<file path="src/logic/cbr_regs.svh">
/*
 * Constants for the bit, port and return execution block: register
 * offsets, field positions, reset values, opcodes and timing counts.
 * Assumes it is included once per compile unit; guarded anyway.
 */
`ifndef CBR_REGS_SVH
`define CBR_REGS_SVH

// register byte offsets on apb
`define CBR_OFF_CTRL      12'h000
`define CBR_OFF_INSN      12'h004
`define CBR_OFF_ACC       12'h008
`define CBR_OFF_FLAGS     12'h00C
`define CBR_OFF_PORTS     12'h010
`define CBR_OFF_PC        12'h014
`define CBR_OFF_SP        12'h018
`define CBR_OFF_MEM       12'h01C
`define CBR_OFF_STACK     12'h020
`define CBR_OFF_SAVE      12'h024
`define CBR_OFF_STATUS    12'h028

// opcodes, 10-bit words
`define CBR_OP_ROTR       10'h01D
`define CBR_OP_BCLR_BASE  10'h04C
`define CBR_OP_CCLR       10'h006
`define CBR_OP_PCCLR      10'h28C
`define CBR_OP_PDCLR      10'h014
`define CBR_OP_RET        10'h044
`define CBR_OP_IRET       10'h046
`define CBR_OP_RETSK      10'h045

// field positions
`define CBR_CTRL_GO_BIT   0
`define CBR_CTRL_INTK_BIT 1

// reset values
`define CBR_RST_PORTD     8'hFF
`define CBR_RST_PORTC     1'b1

// cycle counts
`define CBR_CYC_RETURN    2'h2
`define CBR_CYC_SINGLE    2'h1

`endif

</file>
<file path="src/logic/cbr_pkg.sv">
/*
 * Types used by the execution block; its stack helper imports none of them.
 * Assumes the header of constants is compiled alongside.
 */
package cbr_pkg;

    // execution state, gray along idle -> exec -> return second cycle
    typedef enum logic [1:0] {
        CBR_IDLE = 2'b00,
        CBR_EXEC = 2'b01,
        CBR_RET2 = 2'b11
    } cbr_state_t;

    // state saved on interrupt entry and restored on interrupt return
    typedef struct packed {
        logic [2:0] x;
        logic [3:0] y;
        logic [1:0] z;
        logic       skip;
        logic       nop_mode;
        logic [3:0] a;
        logic [3:0] b;
    } cbr_save_t;

    // apb request as seen by the slave
    typedef struct packed {
        logic        write;
        logic [11:0] addr;
        logic [31:0] wdata;
    } cbr_apb_req_t;

endpackage

</file>
<file path="src/logic/cbr_stack.sv">
/*
 * Return stack for the execution block: an array of program counters,
 * a push port and a combinational read of the entry at the pointer.
 * Assumes the owner keeps the pointer in range.
 */
`timescale 1ns/1ps

module cbr_stack #(
    parameter int DEPTH = 8,
    parameter int PCW   = 13,
    parameter int SPW   = 3
) (
    input  wire logic           clk_i,
    input  wire logic           rst_i,
    input  wire logic           push_i,
    input  wire logic [SPW-1:0] push_idx_i,
    input  wire logic [PCW-1:0] push_pc_i,
    input  wire logic [SPW-1:0] rd_idx_i,
    output logic      [PCW-1:0] rd_pc_o
);

    logic [PCW-1:0] mem_q [DEPTH];
    logic [PCW-1:0] mem_d [DEPTH];

    // next contents: only the pushed entry changes
    always_comb begin
        for (int i = 0; i < DEPTH; i++) begin
            mem_d[i] = mem_q[i];
        end
        if (push_i) begin
            mem_d[push_idx_i] = push_pc_i;
        end
    end

    // register the entries; reset clears them so reads are defined
    always_ff @(posedge clk_i) begin
        for (int i = 0; i < DEPTH; i++) begin
            if (rst_i) begin
                mem_q[i] <= '0;
            end else begin
                mem_q[i] <= mem_d[i];
            end
        end
    end

    assign rd_pc_o = mem_q[rd_idx_i];

endmodule // cbr_stack

</file>
<file path="src/logic/cbr_exec.sv">
/*
 * Execution logic for the bit, port and return instructions of a 4-bit
 * core, with an apb register file through which software loads the
 * core state, writes an instruction word and starts it.
 * Assumes one 10 MHz clock and a synchronous active-high reset; the
 * apb master holds each request until pready.
 */
`timescale 1ns/1ps
`include "cbr_regs.svh"

// What this block does
// - rotate accumulator right through carry, one cycle
// - clear memory bit j at data pointer
// - interrupt return pops pc, decrements pointer
// - interrupt return restores pointer, skip, mode, A, B
// - return-and-skip pops pc over two cycles
// - return-and-skip skips the following instruction
module cbr_exec
    import cbr_pkg::*;
#(
    parameter int DEPTH = 8,
    parameter int PCW   = 13,
    parameter int SPW   = 3
) (
    input  wire logic        SYS_CLK_I,
    input  wire logic        SYS_RST_I,
    input  wire logic        PSEL_I,
    input  wire logic        PENABLE_I,
    input  wire logic        PWRITE_I,
    input  wire logic [11:0] PADDR_I,
    input  wire logic [31:0] PWDATA_I,
    output logic      [31:0] PRDATA_O,
    output logic             PREADY_O,
    output logic             PSLVERR_O,
    output logic      [7:0]  PORTD_O,
    output logic             PORTC_O,
    output logic             BUSY_O
);

    ////////////////////////////////////////////////////////////////////
    // state

    cbr_state_t     state_q, state_d;
    logic [9:0]     insn_q, insn_d;
    logic [3:0]     acc_q, acc_d;
    logic [3:0]     accb_q, accb_d;
    logic           carry_flag_q, carry_flag_d;
    logic           skip_q, skip_d;
    logic           nop_mode_q, nop_mode_d;
    logic [2:0]     dp_x_q, dp_x_d;
    logic [3:0]     dp_y_q, dp_y_d;
    logic [1:0]     dp_z_q, dp_z_d;
    logic [3:0]     mem_q, mem_d;
    logic [7:0]     portd_q, portd_d;
    logic           portc_q, portc_d;
    logic [PCW-1:0] pc_q, pc_d;
    logic [SPW-1:0] sp_q, sp_d;
    cbr_save_t      save_q, save_d;
    logic [31:0]    prdata_q, prdata_d;
    logic           pready_q, pready_d;
    logic           pslverr_q, pslverr_d;
    logic [3:0]     done_cnt_q, done_cnt_d;
    logic           busy_q, busy_d;

    logic           push;
    logic [PCW-1:0] stack_pc;
    cbr_apb_req_t   req;
    logic           acc_wr;

    // the nibble addressed by the data pointer is modelled as one word
    function automatic logic [3:0] clear_bit(input logic [3:0] v,
                                             input logic [1:0] j);
        logic [3:0] r;
        r    = v;
        r[j] = 1'b0;
        return r;
    endfunction

    assign req    = '{write: PWRITE_I, addr: PADDR_I, wdata: PWDATA_I};
    // write takes effect in the access cycle, answered the same edge
    assign acc_wr = PSEL_I && PENABLE_I && !pready_q && req.write;
    assign push   = acc_wr && req.addr == `CBR_OFF_STACK;
    // busy is registered from the next state so the pin is a flop
    assign busy_d = state_d != CBR_IDLE;

    cbr_stack #(
        .DEPTH (DEPTH),
        .PCW   (PCW),
        .SPW   (SPW)
    ) u_stack (
        .clk_i      (SYS_CLK_I),
        .rst_i      (SYS_RST_I),
        .push_i     (push),
        .push_idx_i (sp_q),
        .push_pc_i  (req.wdata[PCW-1:0]),
        .rd_idx_i   (sp_q),
        .rd_pc_o    (stack_pc)
    );

    ////////////////////////////////////////////////////////////////////
    // next state: bus writes, then instruction execution

    always_comb begin
        state_d      = state_q;
        insn_d       = insn_q;
        acc_d        = acc_q;
        accb_d       = accb_q;
        carry_flag_d = carry_flag_q;
        skip_d       = skip_q;
        nop_mode_d   = nop_mode_q;
        dp_x_d       = dp_x_q;
        dp_y_d       = dp_y_q;
        dp_z_d       = dp_z_q;
        mem_d        = mem_q;
        portd_d      = portd_q;
        portc_d      = portc_q;
        pc_d         = pc_q;
        sp_d         = sp_q;
        save_d       = save_q;
        done_cnt_d   = done_cnt_q;

        // software writes other than stack pushes are ignored while an instruction runs
        if (acc_wr && state_q == CBR_IDLE) begin
            case (req.addr)
                `CBR_OFF_CTRL: begin
                    if (req.wdata[`CBR_CTRL_GO_BIT]) begin
                        state_d = CBR_EXEC;
                    end
                end
                `CBR_OFF_INSN:  insn_d = req.wdata[9:0];
                `CBR_OFF_ACC: begin
                    acc_d  = req.wdata[3:0];
                    accb_d = req.wdata[7:4];
                end
                `CBR_OFF_FLAGS: begin
                    carry_flag_d = req.wdata[0];
                    skip_d       = req.wdata[1];
                    nop_mode_d   = req.wdata[2];
                    dp_x_d       = req.wdata[6:4];
                    dp_y_d       = req.wdata[11:8];
                    dp_z_d       = req.wdata[13:12];
                end
                `CBR_OFF_PORTS: begin
                    portd_d = req.wdata[7:0];
                    portc_d = req.wdata[8];
                end
                `CBR_OFF_PC:   pc_d   = req.wdata[PCW-1:0];
                `CBR_OFF_SP:   sp_d   = req.wdata[SPW-1:0];
                `CBR_OFF_MEM:  mem_d  = req.wdata[3:0];
                `CBR_OFF_SAVE: save_d = req.wdata[$bits(cbr_save_t)-1:0];
                default: ;
            endcase
        end

        case (state_q)
            CBR_IDLE: ;
            CBR_EXEC: begin
                state_d = CBR_IDLE;
                pc_d    = pc_q + PCW'(1);
                done_cnt_d = done_cnt_q + 4'h1;
                if (insn_q == `CBR_OP_ROTR) begin
                    acc_d        = {carry_flag_q, acc_q[3:1]};
                    carry_flag_d = acc_q[0];
                end else if (insn_q[9:2] == 8'(`CBR_OP_BCLR_BASE >> 2))
                begin
                    mem_d = clear_bit(mem_q, insn_q[1:0]);
                end else if (insn_q == `CBR_OP_CCLR) begin
                    carry_flag_d = 1'b0;
                end else if (insn_q == `CBR_OP_PCCLR) begin
                    portc_d = 1'b0;
                end else if (insn_q == `CBR_OP_PDCLR) begin
                    // y above 7 selects no pin
                    if (!dp_y_q[3]) begin
                        portd_d[dp_y_q[2:0]] = 1'b0;
                    end
                end else if (insn_q == `CBR_OP_IRET) begin
                    pc_d       = stack_pc;
                    sp_d       = sp_q - SPW'(1);
                    dp_x_d     = save_q.x;
                    dp_y_d     = save_q.y;
                    dp_z_d     = save_q.z;
                    skip_d     = save_q.skip;
                    nop_mode_d = save_q.nop_mode;
                    acc_d      = save_q.a;
                    accb_d     = save_q.b;
                end else if (insn_q == `CBR_OP_RET ||
                             insn_q == `CBR_OP_RETSK) begin
                    // returns pop now and finish in a second cycle
                    pc_d       = stack_pc;
                    sp_d       = sp_q - SPW'(1);
                    state_d    = CBR_RET2;
                    done_cnt_d = done_cnt_q;
                end
            end
            CBR_RET2: begin
                state_d    = CBR_IDLE;
                done_cnt_d = done_cnt_q + 4'h1;
                // skipped word is stepped over, never executed
                if (insn_q == `CBR_OP_RETSK) begin
                    pc_d = pc_q + PCW'(1);
                end
            end
            default: state_d = CBR_IDLE;
        endcase
    end

    ////////////////////////////////////////////////////////////////////
    // apb answer: one wait state, read data from current state

    always_comb begin
        pready_d  = PSEL_I && PENABLE_I && !pready_q;
        pslverr_d = 1'b0;
        prdata_d  = prdata_q;
        if (PSEL_I && PENABLE_I && !pready_q) begin
            prdata_d = 32'h0000_0000;
            case (req.addr)
                `CBR_OFF_CTRL:  prdata_d = 32'h0000_0000;
                `CBR_OFF_INSN:  prdata_d[9:0] = insn_q;
                `CBR_OFF_ACC:   prdata_d[7:0] = {accb_q, acc_q};
                `CBR_OFF_FLAGS: prdata_d[13:0] = {dp_z_q, dp_y_q, 1'b0,
                    dp_x_q, 1'b0, nop_mode_q, skip_q, carry_flag_q};
                `CBR_OFF_PORTS: prdata_d[8:0] = {portc_q, portd_q};
                `CBR_OFF_PC:    prdata_d[PCW-1:0] = pc_q;
                `CBR_OFF_SP:    prdata_d[SPW-1:0] = sp_q;
                `CBR_OFF_MEM:   prdata_d[3:0] = mem_q;
                `CBR_OFF_STACK: prdata_d[PCW-1:0] = stack_pc;
                `CBR_OFF_SAVE:
                    prdata_d[$bits(cbr_save_t)-1:0] = save_q;
                `CBR_OFF_STATUS: prdata_d[5:0] = {done_cnt_q,
                    state_q};
                default: pslverr_d = 1'b1;
            endcase
        end
    end

    ////////////////////////////////////////////////////////////////////
    // registers

    always_ff @(posedge SYS_CLK_I) begin
        if (SYS_RST_I) begin
            state_q      <= CBR_IDLE;
            insn_q       <= 10'h000;
            acc_q        <= 4'h0;
            accb_q       <= 4'h0;
            carry_flag_q <= 1'b0;
            skip_q       <= 1'b0;
            nop_mode_q   <= 1'b0;
            dp_x_q       <= 3'h0;
            dp_y_q       <= 4'h0;
            dp_z_q       <= 2'h0;
            mem_q        <= 4'h0;
            portd_q      <= `CBR_RST_PORTD;
            portc_q      <= `CBR_RST_PORTC;
            pc_q         <= '0;
            sp_q         <= '0;
            save_q       <= '0;
            prdata_q     <= 32'h0000_0000;
            pready_q     <= 1'b0;
            pslverr_q    <= 1'b0;
            done_cnt_q   <= 4'h0;
            busy_q       <= 1'b0;
        end else begin
            state_q      <= state_d;
            insn_q       <= insn_d;
            acc_q        <= acc_d;
            accb_q       <= accb_d;
            carry_flag_q <= carry_flag_d;
            skip_q       <= skip_d;
            nop_mode_q   <= nop_mode_d;
            dp_x_q       <= dp_x_d;
            dp_y_q       <= dp_y_d;
            dp_z_q       <= dp_z_d;
            mem_q        <= mem_d;
            portd_q      <= portd_d;
            portc_q      <= portc_d;
            pc_q         <= pc_d;
            sp_q         <= sp_d;
            save_q       <= save_d;
            prdata_q     <= prdata_d;
            pready_q     <= pready_d;
            pslverr_q    <= pslverr_d;
            done_cnt_q   <= done_cnt_d;
            busy_q       <= busy_d;
        end
    end

    assign PRDATA_O  = prdata_q;
    assign PREADY_O  = pready_q;
    assign PSLVERR_O = pslverr_q;
    assign PORTD_O   = portd_q;
    assign PORTC_O   = portc_q;
    assign BUSY_O    = busy_q;

endmodule // cbr_exec

</file>
<file path="config.mk">
export PLATFORM = sky130hd
export DESIGN_NAME = cbr_exec
export DESIGN_NICKNAME = d
export VERILOG_FILES = /design/src/logic/cbr_pkg.sv /design/src/logic/cbr_stack.sv /design/src/logic/cbr_exec.sv
export VERILOG_INCLUDE_DIRS = /design/src /design/src/logic
export SDC_FILE = /design/constraint.sdc
export NUM_CORES = 1
export LEC_CHECK = 0
export BUFFER_PORTS_ARGS = -buffer_cell sky130_fd_sc_hd__buf_2
export CAP_MARGIN = 20
export CELL_PAD_IN_SITES_DETAIL_PLACEMENT = 0
export CELL_PAD_IN_SITES_GLOBAL_PLACEMENT = 2
export CORE_ASPECT_RATIO = 2
export CORE_MARGIN = 2
export CORE_UTILIZATION = 40
export CTS_CLUSTER_DIAMETER = 120
export DETAILED_ROUTE_END_ITERATION = 7
export PLACE_DENSITY_LB_ADDON = 0.2
export SYNTH_ARGS = -nofsm -noshare
export SYNTH_HDL_FRONTEND = slang
export SYNTH_SLANG_ARGS = --single-unit
</file>
<file path="constraint.sdc">
create_clock -name SYS_CLK_I -period 5.43 [get_ports SYS_CLK_I]
set_input_delay 0.2715 -clock SYS_CLK_I [delete_from_list [all_inputs] [get_ports SYS_CLK_I]]
set_output_delay 0.2715 -clock SYS_CLK_I [all_outputs]
set_load 0.1 [all_outputs]
</file>
==> results.cfg <==
[setup_path]
path_class = reg -> reg
start_kind = flip-flop
cp_data_required_time_ps = 5870
critPathMaxStageDelay_ps = 800
crit_buf_inv = 2
crit_fanout = 20
cp_top_family = simple AND/OR/NAND/NOR gates
cp-end-kind = flip-flop
cp_cell_sequence = nand3b_1 -> buf_4 -> nor2_1 -> buf_4 -> and2_1 -> nand2_1 -> a21oi_1
worst_ep_arrival_time_ps = 3740
crit_path_frequent_cell = buf_4
crit_slowest_cell = and2_1

[place]
port-buffer-count = 66
gp_congestion = 0.944
pre_cts_slack_ps = 2010
place_inst = 1555
hpwl_um = 29400
post_dp_cell_area_sq_um = 11300

[global_routing]
grtUsageTotal_pct = 28.1
grt_pass1_wl_um = 59900
first_global_vias = 9489
grt_remaining_overflow = 0
antenna_found_initial = 0
grt_max_degree = 100

[finish]
layout_common_cells = dfxtp_1 (210), nor2_1 (162), mux2i_1 (149), nand2_1 (107), buf_2 (65)
diodes = 0
fin_cells = 1594
drive_gt1_share_pct = 14.7
final_common_cell = dfxtp_1
fin_nets = 1286
stdcell_area_sq_um = 12000
syn_to_final_growth_pct = 11.4

[yosys]
synth_mux_area_share_pct = 18.1
avgSynthCellArea_sq_um = 8.85
synth_xor_area_share_pct = 0.972
synth-simple-area-share_pct = 20.5
ys_warn_count = 0
syn_area_sq_um = 10800
ys_async_sr_fraction_pct = 0
synth_top_family_by_area = simple AND/OR/NAND/NOR gates
synth_fa_ha_area_share_pct = 0.347
yosys_register_bits = 210
syn-instance-count = 1222
ys_seq_area_share_pct = 38.9
synth-edff-count = 0
synth_cell_types = 75
synth_ff_type = dfxtp_1
synth_compound_area_share_pct = 15.5

[clocking]
clockBufferDepth = 3
path_clk_slew_ps = 70
cts.sinks = 210
cts_buffers = 20
ctsResizeCount = 0
post-cts-setup-buffers = 0
cts_tree = built
postCtsHoldBufs = 5
cts-root-buf = clkbuf_16
clk_latency_ps = 520
htreeDepth = 1

[routing]
wl_um = 40400
vias_per_cell = 5.98
drc = 0
vias = 9532
drt-initial-drc-count = 661
wl_met3_um = 1790
dr.pass1.iters = 5
detail_route.wl_per_cell_um = 25.4
highest_layer = met4
wl_met1_um = 14300
ant_nets = 0
wl_met2_um = 21300

[timing]
slew_headroom_pct = 27.0
slew_viol_final = 0
rsz0062_at_grt = no
fmax_mhz = 303
worst_pin_slew_ps = 1090
hold_viol_final = 0
finalSetupViolCount = 0
period_minus_slack_ps = 3300
setup_ws_ps = 2130
tns_ps = 0
finalCritPeriodShare_pct = 60.7
final.setup_skew_ps = 13.9

[hold_path]
hold_class = in -> reg

[floorplanning]
io_pins = 93
row_count = 85
dieArea_sq_um = 28400
core_sq_um = 26800
die_x_um = 120
die_h_um = 237
initial_core_util_pct = 40.3

[power_and_ir_drop]
peakVddDrop_uv = 181
power_leakage_nw = 4.57
power.density_nw_per_um2 = 269

[status]
outcome = finished clean

[flow_run]
cap_violations = 0
## layer usage
layer	track usage [%]	up-vias
li1	-	4450
met1	29.6	4637
met2	51.8	328
met3	2.50	117
met4	19.0	0
met5	0	-
## per-stage QoR
stage | util (%) | hold WS (ps) | power, mW
after global placement | 42.2 | 435 | 1.77
after floorplan | - | 407 | 1.72
after CTS | 44.9 | 1.01 | 3.27
final | 44.9 | 10.7 | 3.24
after global routing | 44.9 | 28.7 | 3.34
after detailed placement | 42.2 | 438 | 1.77
## logic make-up (layout without fill, tap and decap cells)
group	after synthesis	count (layout)
AND/OR/NAND/NOR	438	438
AO/OA/AOI/OAI	242	242
flip-flops	210	210
multiplexers	183	183
buffers and inverters	133	145
XOR/XNOR	12	12
adder cells (fa/ha/maj)	3	3
other	1	13
## synth_stat cells (all sizes together), types with 5 or more instances
cell type / number / area (sq um)
a211oi: 14 / 105
a21oi: 54 / 270
a221oi: 11 / 96.3
a22o: 7 / 61.3
a22oi: 16 / 120
a311oi: 11 / 96.3
a31oi: 13 / 81.3
a32oi: 10 / 87.6
and3: 5 / 31.3
buf: 47 / 289
clkbuf: 69 / 259
dfxtp: 210 / 4200
inv: 17 / 63.8
mux2: 27 / 304
mux2i: 149 / 1490
mux4: 7 / 158
nand2: 108 / 408
nand2b: 10 / 62.6
nand3: 35 / 175
nand4: 9 / 71.3
nor2: 162 / 608
nor2b: 7 / 43.8
nor3: 34 / 180
nor3b: 6 / 45.0
nor4: 18 / 208
nor4b: 9 / 106
o21ai: 35 / 179
o221ai: 18 / 158
o22ai: 14 / 87.6
or2: 5 / 31.3
or4: 6 / 45.0
or4b: 7 / 70.1
xnor2: 7 / 61.3
xor2: 5 / 43.8
## worst min-delay path: cells and delay by family
family	cells	cell delay, ps
compound gates	1	50
buf+inv	1	110
simple gates	1	50
## power breakdown
part	internal (mW)	switching, mW	leakage (nW)
logic	0.0341	0.166	2.55
registers	1.54	0.00126	1.69
clock network	0.869	0.627	0.336
total	2.44	0.795	4.57
## layout make-up
class / count / area [sq um]
sequential: 210 / 4200
clock inverter: 4 / 70.1
multi-input combinational: 891 / 6100
tap: 348 / 435
timing repair buffer: 94 / 559
inverter: 17 / 63.8
fill: 2688 / 14800
clock buffer: 30 / 609
## worst paths after layout
path	endpoint	startpoint	slack [ps]	cells after the start
hold / removal	save_q[13]	PWDATA_I[13]	10	3
setup reg to reg	save_q[2]	PREADY_O	2130	7
hold reg to reg	PRDATA_O[6]	PRDATA_O[6]	450	2
setup / recovery	save_q[2]	PREADY_O	2130	7
## sequential cells by signal, indices dropped and copies added (netlist names)
signal / cells
insn_q: 10
mem_q: 4
BUSY_O: 1
sp_q: 3
done_cnt_q: 4
accb_q: 4
PORTD_O: 8
state_q: 2
pc_q: 13
save_q: 19
dp_y_q: 4
carry_flag_q: 1
PRDATA_O: 19
dp_x_q: 3
dp_z_q: 2
acc_q: 4
PORTC_O: 1
u_stack.mem_q: 104
PREADY_O: 1
PSLVERR_O: 1
nop_mode_q: 1
skip_q: 1
Note: power is estimated with default switching activity, not from simulation.
